$ cat config.mk
export PLATFORM = sky130hd
export DESIGN_NAME = tlic_ctrl
export DESIGN_NICKNAME = d
export VERILOG_FILES = /design/src/tlic_pkg.sv /design/src/tlic_ctrl.sv
export SDC_FILE = /design/constraint.sdc
export NUM_CORES = 1
export LEC_CHECK = 0
export ABC_AREA = 1
export BUFFER_PORTS_ARGS = -buffer_cell sky130_fd_sc_hd__buf_2
export CAP_MARGIN = 40
export CORE_MARGIN = 2
export CORE_UTILIZATION = 48
export CTS_BUF_LIST = sky130_fd_sc_hd__clkbuf_8
export DETAILED_ROUTE_END_ITERATION = 8
export PLACE_DENSITY = 0.78
export SYNTH_ARGS = -nofsm -noshare
export SYNTH_HDL_FRONTEND = slang
export SYNTH_SLANG_ARGS = --single-unit
$ cat constraint.sdc
create_clock -name mclk -period 1.6 [get_ports mclk]
set_clock_uncertainty 0.05 [all_clocks]
set_input_delay 0.08 -clock mclk [delete_from_list [all_inputs] [get_ports mclk]]
set_output_delay 0.08 -clock mclk [all_outputs]
set_load 0.02 [all_outputs]
$ cat src/tlic_pkg.sv
// Purpose: Constants shared by the two-level interrupt controller
// Assumes: 8-bit special-function register bus of the core
// Notes: Vector addresses are 16-bit program addresses
package tlic_pkg;

    // ==========================================================
    // Register addresses
    localparam logic [7:0] ADDR_INTERRUPT_ENABLE = 8'ha8;
    localparam logic [7:0] ADDR_SECONDARY_ENABLE_PRIORITY = 8'ha9;
    localparam logic [7:0] ADDR_INTERRUPT_PRIORITY = 8'hb8;

    // ==========================================================
    // Reset values
    localparam logic [7:0] RST_INTERRUPT_ENABLE = 8'h00;
    localparam logic [7:0] RST_SECONDARY_ENABLE_PRIORITY = 8'ha0;
    localparam logic [7:0] RST_INTERRUPT_PRIORITY = 8'h00;

    // ==========================================================
    // Field positions, main enable and priority registers
    localparam int GLOBAL_BIT = 7;
    localparam int CONV_BIT = 6;
    localparam int TMR2_BIT = 5;
    localparam int UART_BIT = 4;
    localparam int TMR1_BIT = 3;
    localparam int EXT1_BIT = 2;
    localparam int TMR0_BIT = 1;
    localparam int EXT0_BIT = 0;

    // Field positions, secondary register
    localparam int INTERVAL_LVL_BIT = 6;
    localparam int SUPPLY_LVL_BIT = 5;
    localparam int SPI_LVL_BIT = 4;
    localparam int SEC_RSVD_BIT = 3;
    localparam int INTERVAL_EN_BIT = 2;
    localparam int SUPPLY_EN_BIT = 1;
    localparam int SPI_EN_BIT = 0;

    // Writable masks; a write stores zero in reserved bits, but secondary bit 7 resets to one
    localparam logic [7:0] PRIORITY_WMASK = 8'h7f;
    localparam logic [7:0] SECONDARY_WMASK = 8'h77;

    // ==========================================================
    // Source index in polling order, 0 is polled first
    localparam int NSRC = 11;
    localparam int SRC_SUPPLY = 0;
    localparam int SRC_WDOG = 1;
    localparam int SRC_EXT0 = 2;
    localparam int SRC_CONV = 3;
    localparam int SRC_TMR0 = 4;
    localparam int SRC_EXT1 = 5;
    localparam int SRC_TMR1 = 6;
    localparam int SRC_SPI = 7;
    localparam int SRC_UART = 8;
    localparam int SRC_TMR2 = 9;
    localparam int SRC_INTERVAL = 10;

    // ==========================================================
    // Vector addresses
    localparam logic [15:0] VEC_EXT0 = 16'h0003;
    localparam logic [15:0] VEC_TMR0 = 16'h000b;
    localparam logic [15:0] VEC_EXT1 = 16'h0013;
    localparam logic [15:0] VEC_TMR1 = 16'h001b;
    localparam logic [15:0] VEC_UART = 16'h0023;
    localparam logic [15:0] VEC_TMR2 = 16'h002b;
    localparam logic [15:0] VEC_CONV = 16'h0033;
    localparam logic [15:0] VEC_SPI = 16'h003b;
    localparam logic [15:0] VEC_SUPPLY = 16'h0043;
    localparam logic [15:0] VEC_INTERVAL = 16'h0053;
    localparam logic [15:0] VEC_WDOG = 16'h005b;

    typedef enum logic [1:0] {TLIC_IDLE, TLIC_REQ} tlic_state_e;

endpackage

$ cat src/tlic_ctrl.sv
// Purpose: Two-level interrupt controller with vector generation
// Assumes: Requests are level flags held by peripherals on mclk; core acks each vector
// Notes: One vector is offered at a time; the core acks it and later signals return
// Function
// - Eleven sources, each except the watchdog assignable to low or high level
// - Main enable bit 7 gates every maskable source
// - Main enable holds per-source enable bits in fixed positions
// - Priority register mirrors enable order, bit 7 reserved, 1 is high
// - Secondary bits 6,5,4 set interval, supply monitor, SPI levels
// - Secondary bits 2,1,0 enable interval, supply monitor, SPI
// - Enabled high request preempts a low-level handler
// - Simultaneous different levels: high level vectored first
// - No preemption of a handler at the same level
// - Equal levels resolved by fixed polling order
// - Acceptance pushes program counter and loads the vector
// - Each source has its fixed vector address
// - Watchdog in interrupt mode raises request vectored to 005Bh
// - Watchdog is always high level and ignores global enable
// - Watchdog request only when timeout setting is nonzero
`timescale 1ns/10ps

module tlic_ctrl
(
    input wire logic mclk,
    input wire logic nrst,
    // Register port of the core
    input wire logic [7:0] sfr_addr,
    input wire logic sfr_wr,
    input wire logic [7:0] sfr_wdata,
    output logic [7:0] sfr_rdata,
    // Source flags
    input wire logic supply_mon_request,
    input wire logic watchdog_timeout,
    input wire logic watchdog_irq_mode,
    input wire logic [3:0] watchdog_timeout_sel,
    input wire logic ext0_request,
    input wire logic conv_done_request,
    input wire logic tmr0_overflow_flag,
    input wire logic ext1_request,
    input wire logic tmr1_overflow_flag,
    input wire logic spi_request,
    input wire logic uart_rx_flag,
    input wire logic uart_tx_flag,
    input wire logic tmr2_overflow_flag,
    input wire logic tmr2_external_flag,
    input wire logic interval_request,
    // Core handshake
    input wire logic irq_ack,
    input wire logic reti_exec,
    output logic irq_req,
    output logic [15:0] irq_vector,
    output logic irq_push_pc,
    output logic irq_high_level,
    output logic [1:0] active_levels
);

    // ==========================================================
    // Registers
    logic [7:0] ie_q;
    logic [7:0] ip_q;
    logic [7:0] sec_q;
    logic [7:0] rdata_q;
    logic low_act_q;
    logic high_act_q;
    logic req_q;
    logic [15:0] vec_q;
    logic push_q;
    logic lvl_q;
    tlic_pkg::tlic_state_e state_q;

    // Vector lookup by source index
    function automatic logic [15:0] src_vector(input logic [3:0] idx);
        logic [15:0] v;
        v = tlic_pkg::VEC_INTERVAL;
        case (idx)
            4'h0: v = tlic_pkg::VEC_SUPPLY;
            4'h1: v = tlic_pkg::VEC_WDOG;
            4'h2: v = tlic_pkg::VEC_EXT0;
            4'h3: v = tlic_pkg::VEC_CONV;
            4'h4: v = tlic_pkg::VEC_TMR0;
            4'h5: v = tlic_pkg::VEC_EXT1;
            4'h6: v = tlic_pkg::VEC_TMR1;
            4'h7: v = tlic_pkg::VEC_SPI;
            4'h8: v = tlic_pkg::VEC_UART;
            4'h9: v = tlic_pkg::VEC_TMR2;
            default: v = tlic_pkg::VEC_INTERVAL;
        endcase
        return v;
    endfunction

    // First set bit in polling order
    function automatic logic [3:0] first_set(input logic [10:0] m);
        logic [3:0] r;
        r = 4'hf;
        for (int i = tlic_pkg::NSRC - 1; i >= 0; i--)
        begin
            if (m[i])
            begin
                r = 4'(i);
            end
        end
        return r;
    endfunction

    // ==========================================================
    // Source requests, enables and levels in polling order
    wire logic wdog_req = watchdog_irq_mode && watchdog_timeout
                          && (watchdog_timeout_sel != 4'h0);
    wire logic uart_req = uart_rx_flag | uart_tx_flag;
    wire logic tmr2_req = tmr2_overflow_flag | tmr2_external_flag;
    wire logic [10:0] raw_req = {interval_request, tmr2_req, uart_req, spi_request,
                                 tmr1_overflow_flag, ext1_request, tmr0_overflow_flag,
                                 conv_done_request, ext0_request, wdog_req,
                                 supply_mon_request};
    // Global gate leaves the watchdog slot alone
    wire logic ge = ie_q[tlic_pkg::GLOBAL_BIT];
    wire logic [10:0] src_en = {sec_q[tlic_pkg::INTERVAL_EN_BIT] & ge,
                                ie_q[tlic_pkg::TMR2_BIT] & ge,
                                ie_q[tlic_pkg::UART_BIT] & ge,
                                sec_q[tlic_pkg::SPI_EN_BIT] & ge,
                                ie_q[tlic_pkg::TMR1_BIT] & ge,
                                ie_q[tlic_pkg::EXT1_BIT] & ge,
                                ie_q[tlic_pkg::TMR0_BIT] & ge,
                                ie_q[tlic_pkg::CONV_BIT] & ge,
                                ie_q[tlic_pkg::EXT0_BIT] & ge,
                                1'b1,
                                sec_q[tlic_pkg::SUPPLY_EN_BIT] & ge};
    wire logic [10:0] src_hi = {sec_q[tlic_pkg::INTERVAL_LVL_BIT],
                                ip_q[tlic_pkg::TMR2_BIT],
                                ip_q[tlic_pkg::UART_BIT],
                                sec_q[tlic_pkg::SPI_LVL_BIT],
                                ip_q[tlic_pkg::TMR1_BIT],
                                ip_q[tlic_pkg::EXT1_BIT],
                                ip_q[tlic_pkg::TMR0_BIT],
                                ip_q[tlic_pkg::CONV_BIT],
                                ip_q[tlic_pkg::EXT0_BIT],
                                1'b1,
                                sec_q[tlic_pkg::SUPPLY_LVL_BIT]};
    wire logic [10:0] pend = raw_req & src_en;
    wire logic [10:0] pend_hi = pend & src_hi;
    wire logic [10:0] pend_lo = pend & ~src_hi;

    // ==========================================================
    // Arbitration: high level beats low, then polling order
    wire logic can_hi = !high_act_q && (pend_hi != 11'h000);
    wire logic can_lo = !high_act_q && !low_act_q && (pend_lo != 11'h000);
    wire logic take_hi = can_hi;
    wire logic [3:0] win_idx = take_hi ? first_set(pend_hi) : first_set(pend_lo);
    wire logic any_take = can_hi || can_lo;
    wire logic accept = (state_q == tlic_pkg::TLIC_REQ) && irq_ack;

    // ==========================================================
    // Register decode
    wire logic wr_ie = sfr_wr && (sfr_addr == tlic_pkg::ADDR_INTERRUPT_ENABLE);
    wire logic wr_sec = sfr_wr && (sfr_addr == tlic_pkg::ADDR_SECONDARY_ENABLE_PRIORITY);
    wire logic wr_ip = sfr_wr && (sfr_addr == tlic_pkg::ADDR_INTERRUPT_PRIORITY);
    logic [7:0] rdata_d;
    always_comb
    begin
        if (sfr_addr == tlic_pkg::ADDR_INTERRUPT_ENABLE)
        begin
            rdata_d = ie_q;
        end
        else if (sfr_addr == tlic_pkg::ADDR_SECONDARY_ENABLE_PRIORITY)
        begin
            rdata_d = sec_q;
        end
        else if (sfr_addr == tlic_pkg::ADDR_INTERRUPT_PRIORITY)
        begin
            rdata_d = ip_q;
        end
        else
        begin
            rdata_d = 8'h00;
        end
    end

    // Configuration registers; writes store zero in reserved bits so a stray one
    // in secondary bit 3 cannot change behaviour
    always_ff @(posedge mclk or negedge nrst)
    begin
        if (!nrst)
        begin
            ie_q <= tlic_pkg::RST_INTERRUPT_ENABLE;
            ip_q <= tlic_pkg::RST_INTERRUPT_PRIORITY;
            sec_q <= tlic_pkg::RST_SECONDARY_ENABLE_PRIORITY;
            rdata_q <= 8'h00;
        end
        else
        begin
            if (wr_ie)
                ie_q <= sfr_wdata;
            if (wr_ip)
                ip_q <= sfr_wdata & tlic_pkg::PRIORITY_WMASK;
            if (wr_sec)
                sec_q <= sfr_wdata & tlic_pkg::SECONDARY_WMASK;
            rdata_q <= rdata_d;
        end
    end

    // ==========================================================
    // Request state: offer winner, hold until the core acks or no request can be taken
    // Winner is re-evaluated while offering so a late high request wins
    always_ff @(posedge mclk or negedge nrst)
    begin
        if (!nrst)
        begin
            state_q <= tlic_pkg::TLIC_IDLE;
            req_q <= 1'b0;
            vec_q <= 16'h0000;
            lvl_q <= 1'b0;
            push_q <= 1'b0;
        end
        else
        begin
            push_q <= accept;
            case (state_q)
                tlic_pkg::TLIC_IDLE:
                begin
                    if (any_take)
                    begin
                        state_q <= tlic_pkg::TLIC_REQ;
                        req_q <= 1'b1;
                        vec_q <= src_vector(win_idx);
                        lvl_q <= take_hi;
                    end
                end
                tlic_pkg::TLIC_REQ:
                begin
                    if (irq_ack || !any_take)
                    begin
                        state_q <= tlic_pkg::TLIC_IDLE;
                        req_q <= 1'b0;
                    end
                    else
                    begin
                        vec_q <= src_vector(win_idx);
                        lvl_q <= take_hi;
                    end
                end
                default:
                begin
                    state_q <= tlic_pkg::TLIC_IDLE;
                    req_q <= 1'b0;
                end
            endcase
        end
    end

    // ==========================================================
    // Active service levels; return releases the higher one first
    always_ff @(posedge mclk or negedge nrst)
    begin
        if (!nrst)
        begin
            low_act_q <= 1'b0;
            high_act_q <= 1'b0;
        end
        else if (accept)
        begin
            if (lvl_q)
                high_act_q <= 1'b1;
            else
                low_act_q <= 1'b1;
        end
        else if (reti_exec)
        begin
            if (high_act_q)
                high_act_q <= 1'b0;
            else
                low_act_q <= 1'b0;
        end
    end

    // Outputs come straight from registers
    assign sfr_rdata = rdata_q;
    assign irq_req = req_q;
    assign irq_vector = vec_q;
    assign irq_push_pc = push_q;
    assign irq_high_level = lvl_q;
    assign active_levels = {high_act_q, low_act_q};

    // ==========================================================
    // Checks
    // Idle flag shared by the checks below
    wire logic st_idle = (state_q == tlic_pkg::TLIC_IDLE);

    // A running high handler admits no further vector at all
    a_high_no_nest: assert property (@(posedge mclk) disable iff (!nrst)
        high_act_q |-> !accept)
        else $error("vector accepted while high handler active");

    // Low request stays parked behind a running low handler
    a_low_blocked: assert property (@(posedge mclk) disable iff (!nrst)
        (st_idle && low_act_q && pend_hi == 11'h000) |=> !req_q)
        else $error("low request offered during low handler");

    // Pending high request interrupts a low handler
    a_high_preempt: assert property (@(posedge mclk) disable iff (!nrst)
        (st_idle && low_act_q && !high_act_q && pend_hi != 11'h000) |=> req_q && lvl_q)
        else $error("high request did not preempt low handler");

    // Mixed levels arriving together: high wins
    a_high_first: assert property (@(posedge mclk) disable iff (!nrst)
        (st_idle && !high_act_q && !low_act_q && pend_hi != 11'h000 && pend_lo != 11'h000)
        |=> lvl_q)
        else $error("low level chosen over high");

    // Equal low levels: external 0 beats every later source
    a_poll_order: assert property (@(posedge mclk) disable iff (!nrst)
        (st_idle && !high_act_q && !low_act_q && pend_hi == 11'h000
         && !pend[tlic_pkg::SRC_SUPPLY] && pend[tlic_pkg::SRC_EXT0])
        |=> vec_q == tlic_pkg::VEC_EXT0)
        else $error("polling order not kept");

    // Watchdog is offered at high level whatever the gate says
    a_wdog_vector: assert property (@(posedge mclk) disable iff (!nrst)
        (st_idle && !high_act_q && !pend[tlic_pkg::SRC_SUPPLY]
         && pend_hi[tlic_pkg::SRC_WDOG])
        |=> vec_q == tlic_pkg::VEC_WDOG && lvl_q)
        else $error("watchdog not vectored at high level");

    // Zero timeout setting never raises the watchdog request
    a_wdog_zero: assert property (@(posedge mclk) disable iff (!nrst)
        (watchdog_timeout_sel == 4'h0) |-> !wdog_req)
        else $error("watchdog request with zero timeout");

    // Clear gate leaves only the watchdog able to pend
    a_global_gate: assert property (@(posedge mclk) disable iff (!nrst)
        !ge |-> (pend & ~(11'h001 << tlic_pkg::SRC_WDOG)) == 11'h000)
        else $error("maskable source pending with global gate clear");

    // Acceptance drops the offer and pulses the push exactly once
    a_ack_drop: assert property (@(posedge mclk) disable iff (!nrst)
        (req_q && irq_ack) |=> !req_q)
        else $error("offer still standing after acceptance");
    a_push_after: assert property (@(posedge mclk) disable iff (!nrst)
        (req_q && irq_ack) |=> irq_push_pc ##1 !irq_push_pc)
        else $error("push pulse not issued after acceptance");

    // Accepted high level becomes active; return releases the higher one
    a_level_track: assert property (@(posedge mclk) disable iff (!nrst)
        (accept && lvl_q) |=> high_act_q)
        else $error("accepted high level not marked active");
    a_reti_release: assert property (@(posedge mclk) disable iff (!nrst)
        (reti_exec && !accept && high_act_q) |=> !high_act_q && $stable(low_act_q))
        else $error("return did not release high level");

    // Secondary bit 3 and priority bit 7 never hold a one
    a_sec_rsvd: assert property (@(posedge mclk) disable iff (!nrst)
        !sec_q[tlic_pkg::SEC_RSVD_BIT] && !ip_q[tlic_pkg::GLOBAL_BIT])
        else $error("reserved bit stored");

endmodule

==> impl_metrics.py <==
metrics = {
    "global_route": {
        "grt_max_degree": 41,
        "grt_first_pass_wirelength_mm": 9.50,
        "overflow": 0,
        "grt_pass1_vias": 2080,
        "gr-usage-all-layers_pct": 23.4,
        "antenna_found_initial": 0,
    },
    "drt": {
        "first_pass_iters": 6,
        "drt-total-wl_mm": 5.80,
        "avgRoutedWirePerCell_um": 13.0,
        "remaining_drc_errors": 0,
        "vias_per_cell": 5.09,
        "vias": 2266,
        "drtAntennaViolNets": 0,
        "drt_iter0_markers": 174,
    },
    "setup_path": {
        "cp_max_fo": 12,
        "arrival_ns": 2.10,
        "timing.critical_path.from": "ie_q[7]$_DFFE_PN0P_",
        "r2r_start": "ie_q[7]$_DFFE_PN0P_",
        "path_cells": "buf_12, nand4_1, nand2_2, nor2_4, nand3_4, nand2_4, inv_4, nand3b_1, nand3_2, nand2_2, nand2_4, nor2_2, a21oi_2",
        "startpoint_type": "flip-flop",
        "cpPeakStageDelay_ns": 0.42,
        "path_delay_family": "simple AND/OR/NAND/NOR gates",
        "slowest_stage": "dfrtp_1",
        "worst-path-stages": 13,
        "cp_num_buf_inv": 2,
        "cp.required_ns": 1.74,
        "ff2ff_path_depth": 13,
        "path_class": "flip-flop to flip-flop",
        "critPathCaptureType": "flip-flop",
    },
    "cts": {
        "cts_tree": "built",
        "cts_buffers": 5,
        "clkLatencyLatePin_ns": 0.29,
        "path_clk_slew_ns": 0.08,
        "clkSinkCount": 40,
        "cts_root_buffer": "clkbuf_8",
        "cts_buffer_depth": 2,
        "htree_levels": 2,
    },
    "synthesis": {
        "synth-seq-area-share_pct": 44.1,
        "yosys-top-cells-area": "dfrtp_1 (42%), nand2_1 (13%), inv_1 (6.3%)",
        "synth_top_area_cell": "dfrtp_1",
        "synth.distinct_cells": 34,
        "netlist_instances": 292,
        "yosys_register_bits": 40,
        "yosysTopAreaCellShare_pct": 41.8,
        "synth_warnings": 0,
        "syn_area_sq_mm": 0.00228,
        "syn_avg_cell_area_sq_um": 7.80,
    },
    "cells_and_area": {
        "multi_input_area_sq_mm": 0.00108,
        "seq_area_sq_mm": 0.00100,
        "instances_no_fill": 445,
        "layout_commonest_cell": "nand2_1",
        "layout_common_cells": "nand2_1 (74), buf_2 (57), dfrtp_1 (38)",
        "nets": 429,
        "diodes": 0,
        "syn_to_final_growth_pct": 33.5,
        "layout-drive-gt1-share_pct": 36.8,
        "num-fill-cells": 387,
    },
    "timing": {
        "post-route-period-util_pct": 123,
        "slew_violations": 0,
        "setup_viol": 7,
        "fmax_mhz": 510,
        "fin_setup_tns_ns": -1.82,
        "period_needed_ns": 1.96,
        "setup_ws_ns": -0.361,
        "holdWs_ns": 0.0171,
        "rsz0062_at_grt": "yes",
        "finalHoldViolations": 0,
    },
    "power_and_ir_drop": {
        "p_switching_w": 0.000613,
        "leakage_nw": 1.64,
        "seq_power_share_pct": 50.9,
        "power_density_mw_per_mm2": 714,
        "p_comb_share_pct": 17.0,
        "swShare_pct": 28.3,
        "pwr-share-clk_pct": 32.1,
        "internal-power_w": 0.00156,
        "worst_ir_drop_vdd_v": 0.000471,
    },
    "status": {
        "failed_checks": "setup timing",
        "status": "finished with violations",
    },
    "worst_hold_path": {
        "min_from": "sfr_wdata[2]",
        "holdCritPathClass": "input port to flip-flop",
        "holdPathStages": 3,
    },
    "floorplanning": {
        "core_area_sq_mm": 0.00466,
        "start_util_pct": 48.9,
        "io_pins": 68,
        "die_x_um": 72.9,
        "placementRows": 25,
        "die_h_um": 72.9,
        "dieArea_sq_mm": 0.00531,
    },
    "run": {
        "drv_cap": 0,
    },
    "place": {
        "dpl.cell_count": 427,
        "gp_congestion": 0.931,
        "dp_hpwl_mm": 4.34,
        "port_buffers": 57,
    },
}
==> tightest hold or removal path, stage by stage <==
cell	delay (ns)
buf_2	0.09
inv_1	0.07
o21ai_0	0.08
==> Yosys cell counts, drive strengths merged <==
cell type  number
clkinv          1
nand3b          2
nand2          88
a21oi           7
mux2            1
o21ai          28
nor3b           1
or2             1
nor3            3
dfstp           2
o221ai          2
nand3          12
nor4            1
inv            40
o21bai          2
o211ai          4
buf            16
dfrtp          38
nor2           22
o31ai           1
nand4          17
clkbuf          2
conb            1
==> per-layer routing <==
metal / GRT usage, % / routed length [um] / up-vias
met5: 0 / 0 / -
met4: 7.20 / 76 / 0
met3: 5.25 / 366 / 7
met2: 38.4 / 2770 / 86
met1: 30.8 / 2580 / 1046
li1: - / - / 1127
==> path summary, 6_finish.rpt <==
path,slack (ns),end
hold reg to reg,0.42,sec_q[7]$_DFFE_PN1P_
hold / removal,0.02,sec_q[2]$_DFFE_PN0P_
setup / recovery,-0.36,irq_vector[4]$_DFFE_PN0P_
setup reg to reg,-0.36,irq_vector[4]$_DFFE_PN0P_
min in group asynchronous,0.31,irq_req$_DFFE_PN0P_
max in group asynchronous,0.82,sec_q[7]$_DFFE_PN1P_
==> metrics by stage <==
stage | cell area (sq um) | setup slack [ns] | total power (W) | utilization, %
2_1_floorplan | 2320 | -0.140 | 0.00131 | -
4_1_cts | 2980 | -0.290 | 0.00217 | 63.9
5_1_grt | 3040 | -0.452 | 0.00228 | 65.2
3_5_place_dp | 2800 | -0.310 | 0.00146 | 60.1
6_report | 3040 | -0.361 | 0.00217 | 65.2
3_3_place_gp | 2800 | -0.235 | 0.00145 | 60.1
==> registers in the layout, summed over array words and instances (netlist names) <==
| signal | count |
|---|---|
| ip_q | 7 |
| ie_q | 8 |
| low_act_q | 1 |
| irq_push_pc | 1 |
| irq_vector | 5 |
| sfr_rdata | 8 |
| sec_q | 7 |
| irq_req | 1 |
| irq_high_level | 1 |
| high_act_q | 1 |
==> final cells by class <==
type | count | share of cell area, %
clock buffer | 6 | 2.72
inverter | 41 | 5.31
sequential | 40 | 33.0
timing repair buffer | 100 | 20.9
multi-input combinational | 202 | 35.4
tap | 54 | 2.22
clock inverter | 2 | 0.371
==> power by group through the flow <==
| stage | combinational, W | clock, W | sequential [W] |
|---|---|---|---|
| 2_1_floorplan | 0.000177 | 0 | 0.00114 |
| 3_3_place_gp | 0.000330 | 0 | 0.00112 |
| 3_5_place_dp | 0.000339 | 0 | 0.00112 |
| 4_1_cts | 0.000357 | 0.000714 | 0.00110 |
| 5_1_grt | 0.000412 | 0.000753 | 0.00111 |
| 6_report | 0.000369 | 0.000695 | 0.00110 |
==> cells by family (layout without fill, tap and decap cells) <==
| family | count (synthesis) | in the layout | share of synthesized area [%] |
|---|---|---|---|
| other | 1 | 10 | 0.165 |
| AO/OA/AOI/OAI | 44 | 44 | 11.8 |
| AND/OR/NAND/NOR | 147 | 147 | 30.7 |
| buffers and inverters | 59 | 149 | 12.8 |
| flip-flops | 40 | 40 | 44.1 |
| multiplexers | 1 | 1 | 0.494 |
==> repair_timing <==
item | in CTS | in global routing
setup endpoints to repair | 7 | 7
pin swaps | 2 | 7
hold endpoints to repair | 44 | 0
setup buffers | 2 | 2
resized for setup | 2 | 14
hold buffers | 6 | 0
(Power assumes the default switching activity.)
